File: config.mk
export PLATFORM = sky130hd
export DESIGN_NAME = rwt_timer
export DESIGN_NICKNAME = d
export VERILOG_FILES = /design/src/inc/rwt_pkg.sv /design/src/core/rwt_timer.sv
export SDC_FILE = /design/constraint.sdc
export NUM_CORES = 1
export LEC_CHECK = 0
export ABC_AREA = 1
export BUFFER_PORTS_ARGS = -buffer_cell sky130_fd_sc_hd__buf_2
export CAP_MARGIN = 30
export CORE_MARGIN = 2
export CORE_UTILIZATION = 40
export CTS_BUF_LIST = sky130_fd_sc_hd__clkbuf_8 sky130_fd_sc_hd__clkbuf_16
export CTS_CLUSTER_SIZE = 20
export DETAILED_ROUTE_END_ITERATION = 6
export PLACE_DENSITY = 0.63
export REMOVE_ABC_BUFFERS = 1
export SYNTH_ARGS = -nofsm -noshare
export SYNTH_HDL_FRONTEND = slang
export SYNTH_SLANG_ARGS = --single-unit
File: constraint.sdc
create_clock -name clock_in -period 2.7 [get_ports clock_in]
set_input_delay 0.135 -clock clock_in [delete_from_list [all_inputs] [get_ports clock_in]]
set_output_delay 0.135 -clock clock_in [all_outputs]
set_load 0.01 [all_outputs]
File: src/inc/rwt_pkg.sv
// package of register offsets, field positions and reset values for the reload wave timer
`default_nettype none
package rwt_pkg;
	// register byte offsets on the wishbone slave (word aligned)
	localparam logic [5:0] RWT_OFF_DUTY0   = 6'h00;
	localparam logic [5:0] RWT_OFF_DUTY1   = 6'h04;
	localparam logic [5:0] RWT_OFF_DUTY2   = 6'h08;
	localparam logic [5:0] RWT_OFF_DUTY3   = 6'h0C;
	localparam logic [5:0] RWT_OFF_WAVE    = 6'h10;
	localparam logic [5:0] RWT_OFF_CSR     = 6'h14;
	localparam logic [5:0] RWT_OFF_CNT     = 6'h18;
	localparam logic [5:0] RWT_OFF_RELOAD  = 6'h1C;
	localparam logic [5:0] RWT_OFF_CAPCSR  = 6'h20;
	localparam logic [5:0] RWT_OFF_CAP1    = 6'h24;
	localparam logic [5:0] RWT_OFF_CAP2    = 6'h28;
	localparam logic [5:0] RWT_OFF_HALT    = 6'h2C;
	// counter_control_status field positions
	localparam int RWT_CSR_SRC   = 7;
	localparam int RWT_CSR_DIVHI = 6;
	localparam int RWT_CSR_DIVLO = 4;
	localparam int RWT_CSR_RUN   = 3;
	localparam int RWT_CSR_FRL   = 2;
	localparam int RWT_CSR_OIE   = 1;
	localparam int RWT_CSR_OVF   = 0;
	// capture_control_status field positions
	localparam int RWT_CAP_EDGE  = 4;
	localparam int RWT_CAP_IEN   = 2;
	localparam int RWT_CAP_FLAG  = 0;
	// values after reset, and the counter top value
	localparam logic [7:0] RWT_RST_BYTE = 8'h00;
	localparam logic [6:0] RWT_RST_PRE  = 7'h00;
	localparam logic [7:0] RWT_CNT_TOP  = 8'hFF;
endpackage : rwt_pkg
`default_nettype wire

File: src/core/rwt_timer.sv
// reload wave timer: prescaler, 8-bit auto-reload counter, four pwm channels, two captures
// What this block does
// - 8-bit up-counter advances on each prescaler tick
// - overflow reloads counter; prescaler keeps running
// - software reads and overwrites live counter
// - prescaler divides by two to divider_select
// - clock_source_select picks cpu or external clock
// - counter_run_enable low freezes prescaler and counter
// - reset clears counter, prescaler, control register
// - force_reload or counter write clears prescaler
// - hidden compare copied from duty only at overflow
// - wave_pin_enable hands pin to pwm signal
// - overflow drives output to polarity level
// - compare match returns output to idle level
// - period is 256 minus reload value
// - overflow sets flag and gated interrupt request
// - external events also counted toward overflow
// - capture edge copies counter and sets flag
// - per channel edge select and interrupt enable
// - capture blocked until capture_value read clears
// - capture interrupt stays while flag and enable
// - halt stops pwm; capture interrupt still wakes
// - status read clears overflow flag; enable writable
// - edge select zero falling, one rising
`default_nettype none
module rwt_timer
	import rwt_pkg::*;
#(
	parameter int NUM_WAVE = 4
) (
	// clock and reset
	input  wire logic                clock_in,
	input  wire logic                resetn_in,
	// classic wishbone slave
	input  wire logic                wb_cyc_in,
	input  wire logic                wb_stb_in,
	input  wire logic                wb_we_in,
	input  wire logic [5:0]          wb_adr_in,
	input  wire logic [3:0]          wb_sel_in,
	input  wire logic [31:0]         wb_dat_in,
	output logic      [31:0]         wb_dat_out,
	output logic                     wb_ack_out,
	// external pins
	input  wire logic                ext_clock_in,
	input  wire logic [1:0]          capture_pin_in,
	output logic      [NUM_WAVE-1:0] wave_output_pin_out,
	output logic      [NUM_WAVE-1:0] wave_output_pin_oen_out,
	// interrupt requests and wake
	output logic                     overflow_irq_out,
	output logic      [1:0]          capture_irq_out,
	output logic                     wake_out
);

	typedef struct packed {
		logic [1:0]            ext_sync;
		logic                  ext_prev;
		logic [1:0][1:0]       cap_sync;
		logic [1:0]            cap_prev;
		logic [6:0]            presc;
		logic [7:0]            count;
		logic [7:0]            reload;
		logic [7:0]            ctrl;
		logic [7:0]            wave_ctrl;
		logic [3:0][7:0]       duty;
		logic [3:0][7:0]       cmp;
		logic [3:0]            phase;
		logic [1:0]            edge_sel;
		logic [1:0]            cap_ien;
		logic [1:0]            cap_flag;
		logic [1:0][7:0]       cap_val;
		logic                  halt;
		logic                  ack;
		logic [31:0]           rdata;
	} rwt_state_t;

	rwt_state_t s_q;
	rwt_state_t s_d;

	// does prescaler tap n fire, given the counter of input ticks before increment
	function automatic logic rwt_tap_fires(input logic [6:0] pre, input logic [2:0] sel);
		logic [7:0] mask;
		mask = 8'(({1'b0, 7'h7F} >> (3'd7 - sel)));
		rwt_tap_fires = ((8'({1'b0, pre}) & mask) == mask);
	endfunction : rwt_tap_fires

	logic       in_tick;
	logic       cnt_tick;
	logic       ovf;
	logic       acc;
	logic       wr;
	logic       rd;
	logic [1:0] cap_edge;
	logic [7:0] wbyte;

	// bus decode; one-cycle wait then ack, dropped the cycle after
	assign acc   = wb_cyc_in && wb_stb_in && !s_q.ack;
	assign wr    = acc && wb_we_in && wb_sel_in[0];
	assign rd    = acc && !wb_we_in;
	assign wbyte = wb_dat_in[7:0];

	// input clock source, external edges taken after two flops
	assign in_tick = s_q.ctrl[RWT_CSR_RUN] && !s_q.halt &&
		(s_q.ctrl[RWT_CSR_SRC] ? (s_q.ext_sync[1] && !s_q.ext_prev) : 1'b1);
	assign cnt_tick = in_tick && rwt_tap_fires(s_q.presc, s_q.ctrl[RWT_CSR_DIVHI:RWT_CSR_DIVLO]);
	assign ovf      = cnt_tick && (s_q.count == RWT_CNT_TOP);

	// capture edges per channel, chosen polarity
	always_comb begin
		for (int i = 0; i < 2; i++) begin
			cap_edge[i] = s_q.edge_sel[i] ? (s_q.cap_sync[i][1] && !s_q.cap_prev[i])
				: (!s_q.cap_sync[i][1] && s_q.cap_prev[i]);
		end
	end

	// next state of all registers
	always_comb begin
		s_d = s_q;
		s_d.ext_sync = {s_q.ext_sync[0], ext_clock_in};
		s_d.ext_prev = s_q.ext_sync[1];
		for (int i = 0; i < 2; i++) begin
			s_d.cap_sync[i] = {s_q.cap_sync[i][0], capture_pin_in[i]};
			s_d.cap_prev[i] = s_q.cap_sync[i][1];
		end
		s_d.ack = acc;
		// prescaler runs freely through overflow
		if (in_tick) begin
			s_d.presc = 7'(s_q.presc + 7'h01);
		end
		// counter advance and reload
		if (ovf) begin
			s_d.count = s_q.reload;
			s_d.ctrl[RWT_CSR_OVF] = 1'b1;
			s_d.cmp = s_q.duty;
			s_d.phase = '1;
		end else if (cnt_tick) begin
			s_d.count = 8'(s_q.count + 8'h01);
		end
		// compare match ends active phase until next overflow
		for (int i = 0; i < NUM_WAVE; i++) begin
			if (!ovf && cnt_tick && (8'(s_q.count + 8'h01) == s_q.cmp[i])) begin
				s_d.phase[i] = 1'b0;
			end
		end
		// captures blocked while flag stands
		for (int i = 0; i < 2; i++) begin
			if (rd && wb_adr_in == (i == 0 ? RWT_OFF_CAP1 : RWT_OFF_CAP2)) begin
				s_d.cap_flag[i] = 1'b0;
			end
			if (cap_edge[i] && !s_q.cap_flag[i]) begin
				s_d.cap_val[i] = s_q.count;
				s_d.cap_flag[i] = 1'b1;                                                  // set wins over read clear
			end
		end
		// overflow flag cleared by status read, unless it sets now
		if (rd && wb_adr_in == RWT_OFF_CSR && !ovf) begin
			s_d.ctrl[RWT_CSR_OVF] = 1'b0;
		end
		// register writes
		if (wr) begin
			unique case (wb_adr_in)
				RWT_OFF_DUTY0, RWT_OFF_DUTY1, RWT_OFF_DUTY2, RWT_OFF_DUTY3: begin
					s_d.duty[wb_adr_in[3:2]] = wbyte;
				end
				RWT_OFF_WAVE:   s_d.wave_ctrl = wbyte;
				RWT_OFF_CSR: begin
					s_d.ctrl[7:1] = {wbyte[7:3], 1'b0, wbyte[RWT_CSR_OIE]};
					if (wbyte[RWT_CSR_FRL]) begin
						s_d.count = s_q.reload;
						s_d.presc = RWT_RST_PRE;
					end
				end
				RWT_OFF_CNT: begin
					s_d.count = wbyte;
					s_d.presc = RWT_RST_PRE;
				end
				RWT_OFF_RELOAD: s_d.reload = wbyte;
				RWT_OFF_CAPCSR: begin
					s_d.edge_sel = wbyte[5:4];
					s_d.cap_ien  = wbyte[3:2];
				end
				RWT_OFF_HALT:   s_d.halt = wbyte[0];
				default: begin
				end
			endcase
		end
		// read data, unmapped reads answer zero
		s_d.rdata = 32'h0000_0000;
		if (rd) begin
			unique case (wb_adr_in)
				RWT_OFF_DUTY0, RWT_OFF_DUTY1, RWT_OFF_DUTY2, RWT_OFF_DUTY3: begin
					s_d.rdata[7:0] = s_q.duty[wb_adr_in[3:2]];
				end
				RWT_OFF_WAVE:   s_d.rdata[7:0] = s_q.wave_ctrl;
				RWT_OFF_CSR:    s_d.rdata[7:0] = s_q.ctrl;
				RWT_OFF_CNT:    s_d.rdata[7:0] = s_q.count;
				RWT_OFF_RELOAD: s_d.rdata[7:0] = s_q.reload;
				RWT_OFF_CAPCSR: s_d.rdata[7:0] = {2'b00, s_q.edge_sel, s_q.cap_ien, s_q.cap_flag};
				RWT_OFF_CAP1:   s_d.rdata[7:0] = s_q.cap_val[0];
				RWT_OFF_CAP2:   s_d.rdata[7:0] = s_q.cap_val[1];
				RWT_OFF_HALT:   s_d.rdata[7:0] = {7'h00, s_q.halt};
				default: begin
				end
			endcase
		end
	end

	// single state register; reset takes constants only
	always_ff @(posedge clock_in or negedge resetn_in) begin
		if (!resetn_in) begin
			s_q <= '0;
		end else begin
			s_q <= s_d;
		end
	end

	// outputs; polarity applied live so a change flips the pin at once
	always_comb begin
		for (int i = 0; i < NUM_WAVE; i++) begin
			wave_output_pin_out[i] = (s_q.phase[i] && !s_q.halt) ^ s_q.wave_ctrl[i];
			wave_output_pin_oen_out[i] = !s_q.wave_ctrl[4 + i];
		end
	end
	assign wb_ack_out       = s_q.ack;
	assign wb_dat_out       = s_q.rdata;
	assign overflow_irq_out = s_q.ctrl[RWT_CSR_OVF] && s_q.ctrl[RWT_CSR_OIE];
	assign capture_irq_out  = s_q.cap_flag & s_q.cap_ien;
	assign wake_out         = s_q.halt && (|(s_q.cap_flag & s_q.cap_ien));
endmodule : rwt_timer
`default_nettype wire

---- After elaboration in Yosys (flattened, before gate mapping) ----
Cells that the tools add are included.
word-level totals
  register bits ........................... 147
  bits of input ports ..................... 50
  logic and storage cells ................. 153
  output and inout port bits .............. 45
cells by class
  order comparisons ....................... 2
  bitwise logic cells ..................... 6
  mux-type cells .......................... 29
  equality and inequality tests ........... 17
  shifts and indexed selects .............. 1
  reductions and logical operators ........ 63
  add/subtract/negate cells ............... 3
operators with widths
  cell                 count
  $pmux 8 s9           1
  $mux 8               6
  $eq 8x8->1           5
  $bwmux 32            1
  $logic_and 1x1->1    32
  $mux 30              1
  $pmux 15 s2          1
  $eq 6x5->1 const B   4
  $eq 6x6->1 const B   4
  $bmux 8 s2           1
  $demux 8 s2          1
  $logic_not 1->1      15
  $mux 15              1
  $mux 7               2
  $reduce_bool 2->1    7
  $mux 1               13
  $eq 6x4->1 const B   2
  $reduce_and 2->1     6
  $add 8x1->8 const B  1
  $and 7x8->8          1
  $eq 8x8->1 const B   1
  $shr 7x3->8 const A  1
  $add 7x1->7 const B  1
  $eq 6x3->1 const B   1
  other kinds (9)      12

---- Depth between registers and ports, before layout ----
  word-level depth ........................ 10
  gate-level depth with buffers ........... 13
  gate-level depth less buffers ........... 13

---- Worst setup path after synthesis ----
No wires, ideal clock.
  path type ............................... flip-flop to flip-flop
  start ................................... register s_q[149] (netlist bit)
  end ..................................... register s_q[65] (netlist bit)
  clock period less this slack ............ 1.642 ns
  required time ........................... 2.574 ns
  path buffers ............................ 2
  arrival time ............................ 1.516 ns
  setup time .............................. 0.126 ns
  setup slack ............................. 1.058 ns
  stages on the path, launching flop included .. 11
  path through ............................ dfrtp_1 ha_1 nand2_1 inv_2 nand2_2 nor3_4 inv_2 nor2_4 buf_6 buf_6 o21ai_0
between the ends
  word-level cells in the longest chain between the ends .. 2
ends and longest elaborated chain
  what                    line              RTL
  from (decl)             rwt_timer.sv:76   rwt_state_t s_q;
  from (signal assigned)  rwt_timer.sv:210  s_q <= '0;
  from (signal assigned)  rwt_timer.sv:212  s_q <= s_d;
  $eq 8x8->1              rwt_timer.sv:105  assign ovf = cnt_tick && (s_q.count == RWT_CNT_TOP);
  $logic_and 1x1->1       rwt_timer.sv:105
No other way between the ends.
A chain may end at the register's enable or synchronous reset.

---- Worst setup path after layout ----
  start ................................... input wb_stb_in
  end ..................................... register s_q[111] (netlist bit)
between the ends
  word-level cells in the longest chain between the ends .. 5
ends and longest elaborated chain
  what                             line             RTL
  from (decl)                      rwt_timer.sv:36  input wire logic wb_stb_in,
  $logic_and 1x1->1 (2 in series)  rwt_timer.sv:96  assign acc = wb_cyc_in && wb_stb_in && !s_q.ack;
  named net acc                    rwt_timer.sv:89  logic acc;
  $logic_and 1x1->1 (2 in series)  rwt_timer.sv:97  assign wr = acc && wb_we_in && wb_sel_in[0];
  $reduce_and 2->1 (no line)       -
The timed path passes the listed nets, and every way through them passes these cells.

==> metrics.cfg <==
[outcome]
run_status = completed

[power]
combPwrFrac_pct = 13.1
p_sw_share_pct = 28.8
p_sw_mw = 1.61
vdd_drop_max_mv = 0.464
powerDensity_nw_per_um2 = 662
p_leak_nw = 4.10
pwr-share-clk_pct = 43.3
p_int_mw = 3.98
pwr-share-seq_pct = 43.6

[global_route]
track_usage_pct = 21.8
grt_pass1_vias = 5975
overflow = 0
antenna_found_initial = 0
grt_pass1_wl_um = 32700
grt_max_degree = 69

[cells_and_area]
final_util_pct = 46.8
drive_above_1_share_pct = 10.4
multi_input_area_um2 = 3060
antenna_cells = 0
nFillCells = 1766
synthToLayoutAreaGrowth_pct = 13.7
fin_nets = 1042
regArea_um2 = 3680
fin_area_um2 = 8460

[routing]
wl_per_cell_um = 16.8
drcViolationCount = 0
drt-initial-drc-count = 669
viasPerCell = 5.19
vias = 6397
ant_nets = 0
first_pass_iters = 5
drt_wl_total_um = 20600

[worst_setup_path]
crit_arrival_ps = 2760
ff2ff_setup_slack_ps = 290
required_ps = 2980
crit_path_end_kind = register
cp_max_fo = 16
critPathKind = input port to register
startpoint_type = input port

[die]
dieHeight_um = 140
fp-row-count = 49
core_um2 = 18100
ios = 95
die_x_um = 140
dieArea_um2 = 19700
initial_core_util_pct = 41.2

[sta]
worst_pin_slew_ps = 621
setup_slack_ps = 224
relSlewSlack_pct = 58.5
rsz0062_at_grt = true
finalHoldWorstSlack_ps = 140
timing.fmax_mhz = 404
finalCritPeriodShare_pct = 91.7
maxSlewViolCount = 0
period_minus_slack_ps = 2480
hold_viol = 0
fin_skew_ps = 12.2
setup_violations = 0

[clock_tree]
clk_pin_slew_worst_paths_ps = 70
cts_sinks = 147
ctsResizeCount = 0
cts_tree = built
numCtsBuffers = 17
htreeDepth = 4
cts_buffer_depth = 2
clk_latency_ps = 430
cts_root_buf = clkbuf_16

[worst_hold_path]
hold_path_class = input port to register

[place]
gp_congestion = 0.944
hpwl_um = 15000
dpl-instance-area_um2 = 7750
port_buffers = 43
pre_cts_ws_ps = 403

[synthesis]
synth_seq_area_share_pct = 49.4
ys_warn_count = 0
post-synth-top-area-fraction_pct = 49.4
async_flop_share_pct = 100
synth_edf_count = 0
ys_seq_elements = 147
syn-cell-area_um2 = 7440
post_synth_inst_count = 941
yosysUniqueCellTypes = 38
netlist_top_cells_count = nand2_1 (283), dfrtp_1 (147), inv_1 (106)
synthFlopType = dfrtp_1
synth_area_leaders = dfrtp_1 (49%), nand2_1 (14%), o21ai_0 (6.7%), inv_1 (5.3%), buf_4 (3.3%)
yosysMostFrequentCell = nand2_1
syn-mean-instance-area_um2 = 7.91
synth_area_leader_cell = dfrtp_1

[flow_run]
max_cap_viol_count = 0

==> timing repair <==
action / 4_1_cts / 5_1_grt
setup buffers: 0 / 0
setup endpoints to repair: 0 / 2
hold buffers: 10 / 0
hold endpoints to repair: 50 / 0
==> cells in the final DEF, fill, tap and decap left out, types with 10 or more instances in the layout <==
master,instances
conb_1,24
nand4_1,19
nand2_1,283
xor2_1,15
o21ai_0,99
dlygate4sd3_1,10
clkbuf_16,17
dfrtp_1,147
a21oi_1,36
o22ai_1,11
inv_1,106
a22oi_1,12
nand3_1,38
o21ai_1,19
buf_2,42
nor2_1,54
==> per-stage QoR <==
stage                     power, mW  setup TNS, ps  cells
after floorplan                2.92              0    909
after global placement         3.18              0   1190
after detailed placement       3.20              0   1190
after CTS                      5.63              0   1232
after global routing           5.84          -32.4   1232
final                          5.60              0   1232
==> path summary, 6_finish.rpt <==
kind	endpoint	startpoint	cells past startpoint
min reg2reg	s_d[163]	s_d[166]	0
min in group asynchronous	wb_dat_out[6]	resetn_in	2
max reg2reg	s_q[57]	s_q[148]	10
max in group asynchronous	s_q[136]	resetn_in	3
max	s_q[111]	wb_stb_in	10
min	s_q[133]	wb_dat_in[1]	3
==> state kept, by name, indices dropped and copies added (netlist names) <==
register and count:
s_q 132, wb_ack_out 1, s_d 6, wb_dat_out 8
==> logic make-up (layout without fill, tap and decap cells) <==
logic type	after synthesis	in the layout	synth area share (%)
AO/OA/AOI/OAI	190	190	14.0
XOR/XNOR	22	22	2.59
adder cells (fa/ha/maj)	2	2	0.336
buffers and inverters	169	208	10.7
flip-flops	147	147	49.4
other	1	24	0.0504
AND/OR/NAND/NOR	410	410	22.9
==> critical path, cell delays in order <==
cell,delay (ps)
dlygate4sd3_1,520
buf_2,90
nand2_1,30
dlygate4sd3_1,540
nor2_1,160
nand3_1,270
nor2_1,290
nand2_1,440
nand2_1,180
o21ai_0,90
==> metal layers <==
layer,GRT usage (%),part of all wire (%),vias up,wire length [um]
li1,-,-,3087,-
met1,30.7,44,3000,9110
met2,32.8,44,266,9180
met3,4.89,7.6,44,1580
met4,8.88,3.8,0,781
met5,0,0,-,0
==> layout make-up <==
type                    instances  share of cell area [%]
repair buffers                 62                    4.75
clock buffers                  18                    5.19
flip-flops and latches        147                    43.5
well taps                     229                    3.39
inverters                     114                    5.06
clock inverters                14                    2.01
multi-input cells             648                    36.1
==> power by group through the flow <==
stage | clock, mW | combinational [mW] | sequential, mW
2_1_floorplan | 0 | 0.477 | 2.45
3_3_place_gp | 0 | 0.706 | 2.47
3_5_place_dp | 0 | 0.717 | 2.48
4_1_cts | 2.45 | 0.735 | 2.44
5_1_grt | 2.56 | 0.830 | 2.46
6_report | 2.42 | 0.736 | 2.44
(Power assumes the default switching activity.)
